## src/design/tcp_regs.svh

```systemverilog
// Register offsets, field positions and constants of the PWM timer
`ifndef TCP_REGS_SVH
`define TCP_REGS_SVH

// ----------------------------------------
// Register offsets
// ----------------------------------------
`define TCP_ADDR_ENABLE   8'h60
`define TCP_ADDR_POLARITY 8'h61
`define TCP_ADDR_PRESCALE 8'h62
`define TCP_ADDR_CONTROL  8'h63
`define TCP_ADDR_CNT0     8'h64
`define TCP_ADDR_CNT1     8'h65
`define TCP_ADDR_PER0     8'h66
`define TCP_ADDR_PER1     8'h67
`define TCP_ADDR_DTY0     8'h68
`define TCP_ADDR_DTY1     8'h69
`define TCP_ADDR_SCALE_A  8'h6a
`define TCP_ADDR_SCALE_B  8'h6b

// ----------------------------------------
// Field positions
// ----------------------------------------
`define TCP_PCKA_LSB      0
`define TCP_PCKB_LSB      4
`define TCP_PCK_W         3
`define TCP_CLKSEL_LSB    0
`define TCP_CAE_LSB       4
`define TCP_CHAN_W        2

// ----------------------------------------
// Values and counts
// ----------------------------------------
`define TCP_ZERO          8'h00
`define TCP_ONE           8'h01
`define TCP_SCALE_TERM    8'h01
`define TCP_PRESC_STEP    7'h01

`endif

```

## src/design/tcp_pkg.sv

```systemverilog
// Types shared by the PWM timer design
package tcp_pkg;

   // ----------------------------------------
   // Channel and block state
   // ----------------------------------------
   typedef struct packed {
      logic [7:0] cnt;
      logic [7:0] per_buf;
      logic [7:0] dty_buf;
      logic [7:0] per;
      logic [7:0] dty;
      logic       dir_down;
      logic       phase;
   } tcp_chan_t;

   typedef struct packed {
      logic [6:0]      presc;
      logic [7:0]      sa_cnt;
      logic [7:0]      sb_cnt;
      logic            sa_div;
      logic            sb_div;
      tcp_chan_t [1:0] ch;
      logic [1:0]      en;
      logic [1:0]      pol;
      logic [1:0]      clksel;
      logic [1:0]      cae;
      logic [2:0]      pck_a;
      logic [2:0]      pck_b;
      logic [7:0]      scl_a;
      logic [7:0]      scl_b;
      logic [1:0]      pwm;
      logic [7:0]      rdata;
   } tcp_state_t;

endpackage

```

## src/design/tcp_pwm_timer.sv

```systemverilog
// Two-channel 8-bit PWM timer with prescaler, scaled clocks and register port
//
// Implementation choices: the placing of the registers and the address-and-strobe port.
`timescale 1ns/1ps
`include "tcp_regs.svh"
// Operation
// RQ1: Scaled B clock is clock B over twice the scale value; zero means 256.
// RQ2: Scaled B comes from an 8-bit reloading down counter then divide by two.
// RQ3: Writing a scale register reloads its down counter at once.
// RQ4: Channel 0 uses clock A or scaled A, channel 1 clock B or scaled B.
// RQ5: Each channel has 8-bit counter, period, duty; duty match toggles output.
// RQ6: Enable acts at once, waveform starts at next tick of selected clock.
// RQ7: Enable gates the channel clock at tick edges; disabled counter holds.
// RQ8: Polarity set starts high, low at duty; cleared starts low, high at duty.
// RQ9: While enabled, period and duty writes wait in buffers until a reload.
// RQ10: While disabled, period and duty writes update buffer and active copy.
// RQ11: Counter write clears count, sets up, loads buffers, sets output.
// RQ12: Counter reads return the count and disturb nothing.
// RQ13: Disable freezes the counter; re-enable resumes from the held value.
// RQ14: Disabled with period zero, the counter clears on the next tick.
// RQ15: The counter clears at the end of each effective period.
// RQ16: Alignment bit cleared gives left aligned output, up counting only.
// RQ17: Left aligned period match restarts count, output and loads buffers.
// RQ18: Left aligned frequency is tick rate over period; duty per polarity.
// RQ19: Software writes the counter before enabling for a clean waveform.
// RQ20: Software sets alignment mode before enabling a channel.
// RQ21: Center aligned counts up to period, down to zero, reloads at zero.
// RQ22: Zero duty or zero period hold the output at fixed polarity levels.
// RQ23: After reset counters count up, channels disabled, nothing counts; the prescaler and the scale down counters still run after reset.
// RQ24: Clocks A and B are bus clock over 1 to 128 by 3-bit fields.

module tcp_pwm_timer
   import tcp_pkg::*;
(
   input  wire logic       I_REF_CLK,
   input  wire logic       I_RST,
   input  wire logic [7:0] I_ADDR,
   input  wire logic [7:0] I_WDATA,
   input  wire logic       I_WR,
   input  wire logic       I_RD,
   output logic      [7:0] O_RDATA,
   output logic      [1:0] O_PWM
);

   // ----------------------------------------
   // Helper functions
   // ----------------------------------------
   // Clock A/B tick: one bus cycle in every 2**sel
   function automatic logic div_tick(input logic [6:0] p,
                                     input logic [2:0] sel);
      logic [6:0] m;
      m = 7'((`TCP_ONE << sel) - `TCP_ONE);
      return (p & m) == m;
   endfunction

   // Down counter step: {pulse, next count}; a zero load wraps to 256 counts
   function automatic logic [8:0] scale_step(input logic [7:0] c,
                                             input logic [7:0] scl,
                                             input logic       tk);
      logic [8:0] r;
      r = {1'b0, c};
      if (tk) begin
         if (c == `TCP_SCALE_TERM) begin
            r = {1'b1, scl};
         end else begin
            r = {1'b0, 8'(c - `TCP_ONE)};
         end
      end
      return r;
   endfunction

   // One channel, one bus cycle; tk is the selected channel clock tick
   function automatic tcp_chan_t chan_step(input tcp_chan_t c,
                                           input logic      en,
                                           input logic      cae,
                                           input logic      tk);
      tcp_chan_t n;
      logic      restart;
      n       = c;
      restart = 1'b0;
      if (!en) begin // RQ13
         // Disabled: active copy follows the buffers, count holds unless a tick clears it at period zero
         n.per = c.per_buf; // RQ10
         n.dty = c.dty_buf;
         if (tk && c.per == `TCP_ZERO) begin
            n.cnt = `TCP_ZERO; // RQ14
         end
      end else if (tk) begin // RQ7
         if (c.per == `TCP_ZERO) begin
            n.cnt      = `TCP_ZERO; // RQ22
            n.dir_down = 1'b0;
         end else if (!cae) begin
            n.dir_down = 1'b0; // RQ16
            if (c.cnt >= 8'(c.per - `TCP_ONE)) begin // RQ18
               restart = 1'b1; // RQ17
            end else begin
               n.cnt = 8'(c.cnt + `TCP_ONE);
            end
         end else if (!c.dir_down) begin
            if (c.cnt >= c.per) begin
               n.dir_down = 1'b1; // RQ21
               n.cnt      = 8'(c.cnt - `TCP_ONE);
               restart    = (n.cnt == `TCP_ZERO);
            end else begin
               n.cnt = 8'(c.cnt + `TCP_ONE);
            end
         end else begin
            if (c.cnt != `TCP_ZERO) begin
               n.cnt = 8'(c.cnt - `TCP_ONE);
            end
            restart = (n.cnt == `TCP_ZERO); // RQ21
         end
         if (restart) begin
            n.cnt      = `TCP_ZERO; // RQ15
            n.dir_down = 1'b0;
            n.per      = c.per_buf;
            n.dty      = c.dty_buf;
            n.phase    = (c.dty_buf == `TCP_ZERO);
         end else if (n.cnt == c.dty && c.dty != `TCP_ZERO
                      && c.dty < c.per) begin
            // Match only inside the period, so duty >= period never toggles
            n.phase = ~c.phase; // RQ5
         end
      end
      return n;
   endfunction

   // ----------------------------------------
   // State and decode
   // ----------------------------------------
   tcp_state_t s;
   tcp_state_t next_s;
   logic       tick_a;
   logic       tick_b;
   logic [8:0] step_a;
   logic [8:0] step_b;
   logic       stick_a;
   logic       stick_b;
   logic [1:0] tick_ch;
   logic [1:0] wr_cnt;
   logic [1:0] wr_per;
   logic [1:0] wr_dty;
   logic       wr_scl_a;
   logic       wr_scl_b;

   assign tick_a   = div_tick(s.presc, s.pck_a); // RQ24
   assign tick_b   = div_tick(s.presc, s.pck_b);
   assign step_a   = scale_step(s.sa_cnt, s.scl_a, tick_a);
   assign step_b   = scale_step(s.sb_cnt, s.scl_b, tick_b); // RQ2
   // Divide the pulse stream by two
   assign stick_a  = step_a[8] & s.sa_div;
   assign stick_b  = step_b[8] & s.sb_div; // RQ1
   assign tick_ch  = {s.clksel[1] ? stick_b : tick_b,
                      s.clksel[0] ? stick_a : tick_a}; // RQ4
   assign wr_cnt   = {I_WR && I_ADDR == `TCP_ADDR_CNT1,
                      I_WR && I_ADDR == `TCP_ADDR_CNT0};
   assign wr_per   = {I_WR && I_ADDR == `TCP_ADDR_PER1,
                      I_WR && I_ADDR == `TCP_ADDR_PER0};
   assign wr_dty   = {I_WR && I_ADDR == `TCP_ADDR_DTY1,
                      I_WR && I_ADDR == `TCP_ADDR_DTY0};
   assign wr_scl_a = I_WR && I_ADDR == `TCP_ADDR_SCALE_A;
   assign wr_scl_b = I_WR && I_ADDR == `TCP_ADDR_SCALE_B;

   // ----------------------------------------
   // Next state
   // ----------------------------------------
   always_comb begin
      next_s        = s;
      // Prescaler runs free; gating it would save power only
      next_s.presc  = 7'(s.presc + `TCP_PRESC_STEP);
      next_s.sa_cnt = step_a[7:0];
      next_s.sb_cnt = step_b[7:0];
      if (step_a[8]) begin
         next_s.sa_div = ~s.sa_div;
      end
      if (step_b[8]) begin
         next_s.sb_div = ~s.sb_div;
      end
      if (wr_scl_a) begin
         next_s.scl_a  = I_WDATA;
         next_s.sa_cnt = I_WDATA; // RQ3
      end
      if (wr_scl_b) begin
         next_s.scl_b  = I_WDATA;
         next_s.sb_cnt = I_WDATA; // RQ3
      end
      if (I_WR) begin
         unique case (I_ADDR)
            `TCP_ADDR_ENABLE: begin
               next_s.en = I_WDATA[`TCP_CHAN_W-1:0]; // RQ6
            end
            `TCP_ADDR_POLARITY: begin
               next_s.pol = I_WDATA[`TCP_CHAN_W-1:0];
            end
            `TCP_ADDR_PRESCALE: begin
               next_s.pck_a = I_WDATA[`TCP_PCKA_LSB +: `TCP_PCK_W];
               next_s.pck_b = I_WDATA[`TCP_PCKB_LSB +: `TCP_PCK_W];
            end
            `TCP_ADDR_CONTROL: begin
               next_s.clksel = I_WDATA[`TCP_CLKSEL_LSB +: `TCP_CHAN_W];
               next_s.cae    = I_WDATA[`TCP_CAE_LSB +: `TCP_CHAN_W];
            end
            default: begin
            end
         endcase
      end
      for (int i = 0; i < 2; i++) begin
         next_s.ch[i] = chan_step(s.ch[i], s.en[i], s.cae[i], tick_ch[i]);
         if (wr_per[i]) begin
            next_s.ch[i].per_buf = I_WDATA; // RQ9
            if (!s.en[i]) begin
               next_s.ch[i].per = I_WDATA; // RQ10
            end
         end
         if (wr_dty[i]) begin
            next_s.ch[i].dty_buf = I_WDATA;
            if (!s.en[i]) begin
               next_s.ch[i].dty = I_WDATA; // RQ10
            end
         end
         if (wr_cnt[i]) begin
            next_s.ch[i].cnt      = `TCP_ZERO; // RQ11
            next_s.ch[i].dir_down = 1'b0;
            next_s.ch[i].per      = s.ch[i].per_buf;
            next_s.ch[i].dty      = s.ch[i].dty_buf;
            next_s.ch[i].phase    = (s.ch[i].dty_buf == `TCP_ZERO);
         end
         // Output follows phase and polarity; no period pins it to polarity
         if (next_s.ch[i].per == `TCP_ZERO) begin
            next_s.pwm[i] = next_s.pol[i]; // RQ22
         end else begin
            next_s.pwm[i] = next_s.ch[i].phase ^ next_s.pol[i]; // RQ8
         end
      end
      next_s.rdata = `TCP_ZERO;
      if (I_RD) begin
         unique case (I_ADDR)
            `TCP_ADDR_ENABLE:   next_s.rdata = {6'h00, s.en};
            `TCP_ADDR_POLARITY: next_s.rdata = {6'h00, s.pol};
            `TCP_ADDR_PRESCALE: next_s.rdata = {1'b0, s.pck_b, 1'b0, s.pck_a};
            `TCP_ADDR_CONTROL:  next_s.rdata = {2'h0, s.cae, 2'h0, s.clksel};
            `TCP_ADDR_CNT0:     next_s.rdata = s.ch[0].cnt; // RQ12
            `TCP_ADDR_CNT1:     next_s.rdata = s.ch[1].cnt;
            `TCP_ADDR_PER0:     next_s.rdata = s.ch[0].per_buf;
            `TCP_ADDR_PER1:     next_s.rdata = s.ch[1].per_buf;
            `TCP_ADDR_DTY0:     next_s.rdata = s.ch[0].dty_buf;
            `TCP_ADDR_DTY1:     next_s.rdata = s.ch[1].dty_buf;
            `TCP_ADDR_SCALE_A:  next_s.rdata = s.scl_a;
            `TCP_ADDR_SCALE_B:  next_s.rdata = s.scl_b;
            default:            next_s.rdata = `TCP_ZERO;
         endcase
      end
   end

   // ----------------------------------------
   // State register
   // ----------------------------------------
   always_ff @(posedge I_REF_CLK) begin
      if (I_RST) begin
         s <= '0; // RQ23
      end else begin
         s <= next_s;
      end
   end

   assign O_RDATA = s.rdata;
   assign O_PWM   = s.pwm;
endmodule

```

## config.mk

```make
export PLATFORM = sky130hd
export DESIGN_NAME = tcp_pwm_timer
export DESIGN_NICKNAME = d
export VERILOG_FILES = /design/src/design/tcp_pkg.sv /design/src/design/tcp_pwm_timer.sv
export VERILOG_INCLUDE_DIRS = /design/src /design/src/design
export SDC_FILE = /design/constraint.sdc
export NUM_CORES = 1
export LEC_CHECK = 0
export ABC_AREA = 1
export BUFFER_PORTS_ARGS = -buffer_cell sky130_fd_sc_hd__buf_4
export CORE_MARGIN = 5
export CORE_UTILIZATION = 55
export DETAILED_ROUTE_END_ITERATION = 10
export GPL_TIMING_DRIVEN = 0
export HOLD_SLACK_MARGIN = 0.1
export PLACE_DENSITY = 0.7
export SLEW_MARGIN = 10
export SYNTH_ARGS = -nofsm -noshare
export SYNTH_HDL_FRONTEND = slang
export SYNTH_SLANG_ARGS = --single-unit
export TNS_END_PERCENT = 20
```

## constraint.sdc

```tcl
create_clock -name I_REF_CLK -period 4.6 [get_ports I_REF_CLK]
set_clock_uncertainty 0.1 [all_clocks]
set_input_delay 0.23 -clock I_REF_CLK [delete_from_list [all_inputs] [get_ports I_REF_CLK]]
set_output_delay 0.23 -clock I_REF_CLK [all_outputs]
set_load 0.05 [all_outputs]
```

### Word level (Yosys, flattened, before mapping)

Index checks and enable logic that the tools add are counted.

* reductions and logical operators: 42
* eq/ne operators: 20
* magnitude comparators: 6
* multiplexer cells: 93
* $add $sub $neg: 11
* shift-type cells: 2
* bitwise gates (word level): 11

Operators with widths (count)
* 8-bit two-way mux: 44
* 8-bit by 7-bit == test with 1-bit output (second input constant): 12
* 8-bit case mux with 12 select lines: 1
* 8-bit zero test: 10
* 18-bit two-way mux: 4
* 8-bit by 1-bit subtractor with 8-bit output (second input constant): 6
* 9-bit two-way mux: 4
* 17-bit two-way mux: 2
* 8-bit greater-or-equal comparator: 4
* 16-bit two-way mux: 2
* 8-bit nonzero test: 4
* 1-bit two-way mux: 30
* 8-bit by 1-bit adder with 8-bit output (second input constant): 2
* 8-bit by 1-bit == test with 1-bit output (second input constant): 2
* 8-bit == test: 2
* 8-bit less-than comparator: 2
* 7-bit bitwise AND: 2
* 7-bit == test: 2
* 1-bit logical AND: 14
* 2-bit AND reduction: 7
* 1-bit by 3-bit << shifter with 7-bit output (first input constant): 2
* 7-bit by 1-bit subtractor with 7-bit output (second input constant): 2
* 12-bit two-way mux: 1
* 2-bit nonzero test: 4
* other kinds (9): 20

* bits of input ports: 20
* logic and storage cells: 214
* register bits after elaboration: 149
* output and inout bits: 10

### Logic depth before layout (Yosys ltp)

* depth after elaboration: 26
* depth in mapped cells: 29
* gate-level depth less buffers: 28

### Least setup slack after synthesis

OpenSTA, ideal clock, no wires.

* kind: register to register
* from: reg s[50] (netlist bit)
* to: reg s, in the netlist O_PWM[0]
* stages on the path, launching flop included: 25
* buffers on the path: 0
* data arrival time: 2.937 ns
* required time: 4.442 ns
* path slack: 1.505 ns
* library setup time: 0.058 ns
* cell sequence: dfxtp_1 -> inv_1 -> nand3_1 -> nor2_1 -> nand3_1 -> xor2_1 -> ha_1 -> a21o_1 -> nor2_1 -> nand3_1 -> nand2_1 -> nand2_1 -> inv_1 -> nand2_1 -> nand3_1 -> nand2_1 -> nor2_1 -> nand2_1 -> nor2_1 -> nand3_1 -> nand3_1 -> nand2_1 -> a21oi_1 -> nand3_1 -> nand2_1

* word-level cells in the longest chain between the ends: 17
* elaborated cells on any way between the ends: 34
* classes of those cells: add/sub (1); order compare (3); eq/ne (1); mux (24); bitwise (1); reduce/logical (4)

RTL lines
* from (decl): RTL line tcp_pwm_timer.sv:131 `tcp_state_t s;`
* from (signal assigned): RTL line tcp_pwm_timer.sv:262 `s <= next_s;`
* 8-bit by 1-bit subtractor with 8-bit output (no line) or 8-bit greater-or-equal comparator (tied branches)
* 8-bit greater-or-equal comparator or 8-bit two-way mux (tied branches): RTL line tcp_pwm_timer.sv:94, tcp_pwm_timer.sv:100
* 8-bit two-way mux, on equally long branches: RTL line tcp_pwm_timer.sv:94, tcp_pwm_timer.sv:99
* 8-bit two-way mux: RTL line tcp_pwm_timer.sv:92 `end else if (!cae) begin`
* 8-bit two-way mux: RTL line tcp_pwm_timer.sv:89 `` if (c.per == `TCP_ZERO) begin ``
* 8-bit two-way mux: RTL line tcp_pwm_timer.sv:88 `end else if (tk) begin`
* 8-bit two-way mux: RTL line tcp_pwm_timer.sv:81 `if (!en) begin`
* 8-bit == test: RTL line tcp_pwm_timer.sv:119 `` end else if (n.cnt == c.dty && c.dty != `TCP_ZERO ``
* 1-bit logical AND (no line)
* 1-bit logical AND: RTL line tcp_pwm_timer.sv:119
* 1-bit two-way mux: RTL line tcp_pwm_timer.sv:119
* 1-bit two-way mux: RTL line tcp_pwm_timer.sv:113 `if (restart) begin`
* 18-bit two-way mux *: RTL line tcp_pwm_timer.sv:88
* 2-bit two-way mux: RTL line tcp_pwm_timer.sv:81
* 18-bit two-way mux *: RTL line tcp_pwm_timer.sv:221 `if (wr_cnt[i]) begin`
* 1-bit bitwise XOR: RTL line tcp_pwm_timer.sv:232 `next_s.pwm[i] = next_s.ch[i].phase ^ next_s.pol[i];`
* 1-bit two-way mux *: RTL line tcp_pwm_timer.sv:229 `` if (next_s.ch[i].per == `TCP_ZERO) begin ``

Mark *: on every way between the ends. The rest lies on a longest branch, timed or not. The select of a mux whose other input is x is not followed.
A chain may end at the register's enable or synchronous reset.

### Worst setup path after layout

* from: reg s[92] (netlist bit)
* to: reg s, in the netlist O_PWM[1]

Same word-level chain as after synthesis.

==> flow_summary.ini <==
[sta]
maxClockFrequency_mhz = 254
max_slew_margin_pct = 47.3
finalHoldViolCount = 0
min_period_ns = 3.93
maxSlewViolCount = 0
finalSetupViolCount = 0
finalCritPeriodShare_pct = 85.5
rsz0062_at_grt = no
worst_pin_slew_ns = 0.791
tns_ns = 0

[route]
wirelength_um = 35600
vias_per_cell = 5.68
drtIter0Drc = 1067
drc = 0
drtPass1Iterations = 7
wl_per_cell_um = 17.1
antenna_left = 0
via_count = 11823

[setup_path]
slowest_stage = dfxtp_1
worst-setup-path-type = reg -> reg
critPathCaptureType = flop
slowest_delay_ns = 0.34
r2r-end = O_PWM[1]
r2r_slack_ns = 0.67
critPathCapture = O_PWM[1]
crit_buf_inv = 2
crit_path_start = s[92]
cp_common_cell = nand3_1
cp.depth = 22
crit_chain = inv_1, nand4_1, nor3_1, xor2_1, ha_1, nand2_1, nor2_1, nand4_1, nand3_1, buf_2, a21oi_1, o21ai_0, nand2_1, nand3_1, nand3_1, nor2_1, nand3_1, nand3_1, nand2_1, a21oi_1, nand3_1, nand2_1
worstPathRequired_ns = 4.87
crit_fanout = 10
crit_family = simple AND/OR/NAND/NOR gates
worstRegToRegCells = 22
regToRegStartpoint = s[92]
cp.arrival_ns = 4.21
start_kind = flop

[yosys]
ys_seq_area_share_pct = 26.9
yosysTopAreaCellShare_pct = 26.9
synth_edf_count = 0
synth_warnings = 0
syn-instance-count = 1754
synth-seq-cells = 149
synth_top_cell_by_area = dfxtp_1
async_reset_ff_share_pct = 0
synth-main-ff-cell = dfxtp_1
ys_top_cells_by_area = dfxtp_1 27%, nand2_1 14%, inv_1 8.6%
ys_types = 52
syn_avg_cell_area_um2 = 6.31
syn_nets = 1837
mappedNetlistArea_um2 = 11100

[placement]
io_buffer_count = 23
place_congestion = 1.02
dp_hpwl_um = 27600
dpl_cell_area_um2 = 11600

[die]
ios = 30
row_count = 52
coreArea_um2 = 20000
die_h_um = 152
initial_utilization_pct = 55.3
dieArea_um2 = 23100
die_w_um = 152

[power_and_ir_drop]
netSwitchingFraction_pct = 29.8
pwr-share-seq_pct = 43.1
powerDensity_nw_per_um2 = 267
switchingPower_w = 0.000970
p_comb_share_pct = 16.4
p_leak_nw = 5.52
peakVddDrop_v = 0.000302
internal-power_w = 0.00228
clkPwrFrac_pct = 40.5

[clock_tree]
h-tree-depth = 4
clockBufferDepth = 2
cts_hold_buf = 3
root_buffer = clkbuf_16
clkTransAtPathRegs_ns = 0.07
cts_tree = built
post_cts_resized = 0
cts_buffers = 17
clock_latency_ns = 0.43
post_cts_buffers = 0
cts_sinks = 149

[final_layout]
syn2layout_area_growth_pct = 9.92
final_nets = 1882
mostFrequentLayoutCell = nand2_1
num_antenna_cells = 0
finalInstanceArea_um2 = 12200
drive_gt1_share_pct = 7.34
layout_common_cells = 422 x nand2_1, 253 x inv_1, 152 x nand3_1, 149 x dfxtp_1, 146 x a21oi_1

[grt]
antenna_found_initial = 0
gr-total-overflow = 0
grt_pass1_vias = 10718
grt_pass1_wl_um = 56600
grt_usage_pct = 30.1
grt_max_degree = 17

[run_status]
outcome = completed

[hold_path]
holdCritPathClass = in -> reg

[job]
max_cap_violations = 0
cells by family (layout without fill, tap and decap cells):
kind of cell	Yosys count	count (layout)	synth area share, %
AO/OA/AOI/OAI	366	366	18.8
XOR/XNOR	32	32	2.53
adder cells (fa/ha/maj)	63	63	7.12
buffers and inverters	340	398	12.7
flip-flops	149	149	26.9
AND/OR/NAND/NOR	804	804	32.0
worst reg2reg max path: stages, from the launching register on:
cell and delay (ns):
dfxtp_1 0.34, inv_1 0.19, nand4_1 0.18, nor3_1 0.22, xor2_1 0.13, ha_1 0.30
nand2_1 0.07, nor2_1 0.16, nand4_1 0.30, nand3_1 0.21, buf_2 0.23, a21oi_1 0.09
o21ai_0 0.10, nand2_1 0.17, nand3_1 0.11, nand3_1 0.08, nor2_1 0.22, nand3_1 0.11
nand3_1 0.10, nand2_1 0.06, a21oi_1 0.21, nand3_1 0.10, nand2_1 0.11
Yosys cell counts (5+ instances only):
master    count
nand2_1     422
inv_1       253
nand3_1     152
dfxtp_1     149
a21oi_1     146
nor2_1      138
o21ai_0     111
ha_1         63
nand4_1      45
clkbuf_1     37
o211ai_1     30
xor2_1       26
a31oi_1      17
o22ai_1      17
buf_2        13
buf_4        12
a221oi_1     11
buf_6         8
inv_2         8
nand2_2       8
nor3_1        7
clkinv_1      6
o21ai_1       6
xnor2_1       6
nor2_4        5
nor4_1        5
o221ai_1      5
o31ai_1       5
metal layers:
| layer | up-vias | share of wire (%) | GRT usage, % | routed length, µm |
|---|---|---|---|---|
| li1 | 5881 | - | - | - |
| met1 | 5259 | 43 | 41.0 | 15400 |
| met2 | 566 | 43 | 46.6 | 15400 |
| met3 | 117 | 8.8 | 4.92 | 3120 |
| met4 | 0 | 4.7 | 14.5 | 1670 |
| met5 | - | 0 | 0 | 0 |
registers in the layout, summed over array words and instances, names as in the netlist:
signal / flops
O_PWM: 2
s: 139
O_RDATA: 8
power groups by stage:
stage / Combinational (W) / Sequential [W] / Clock (W)
2_1_floorplan: 0.000410 / 0.00142 / 0
3_3_place_gp: 0.000511 / 0.00143 / 0
3_5_place_dp: 0.000520 / 0.00143 / 0
4_1_cts: 0.000526 / 0.00140 / 0.00133
5_1_grt: 0.000599 / 0.00141 / 0.00139
6_report: 0.000532 / 0.00140 / 0.00132
final cells by class:
type                    instances  area [µm²]
clock buffers                  18         439
plain buffers                  71         388
flip-flops and latches        149        2980
well taps                     270         338
multi-input cells            1265        6690
fillers                      2096        7870
inverters                     269        1010
clock inverters                14         119
repair buffers                 26         203
worst min path at each step:
| stage | slack [ns] | endpoint | depth (start not counted) | startpoint |
|---|---|---|---|---|
| floorplan | 0.29 | s[84] | 2 | I_WDATA[0] |
| global placement | 0.34 | s[125] | 1 | s[125] |
| detailed placement | 0.34 | s[125] | 1 | s[125] |
| CTS | 0.14 | O_RDATA[7] | 3 | I_RD |
| global route | 0.18 | O_RDATA[6] | 3 | I_RD |
| finish | 0.18 | O_RDATA[7] | 3 | I_RD |
per-stage QoR:
step                std cells  setup slack [ns]  utilization [%]  power, W  hold slack [ns]
floorplan                1754              1.50                -   0.00183            0.294
global placement         2047             0.798             57.8   0.00194            0.335
detailed placement       2047             0.757             57.8   0.00195            0.344
CTS                      2082             0.701             60.7   0.00326            0.144
global route             2082             0.232             60.7   0.00340            0.184
finish                   2082             0.666             60.7   0.00325            0.180
Power figures use the tool's default switching activity.
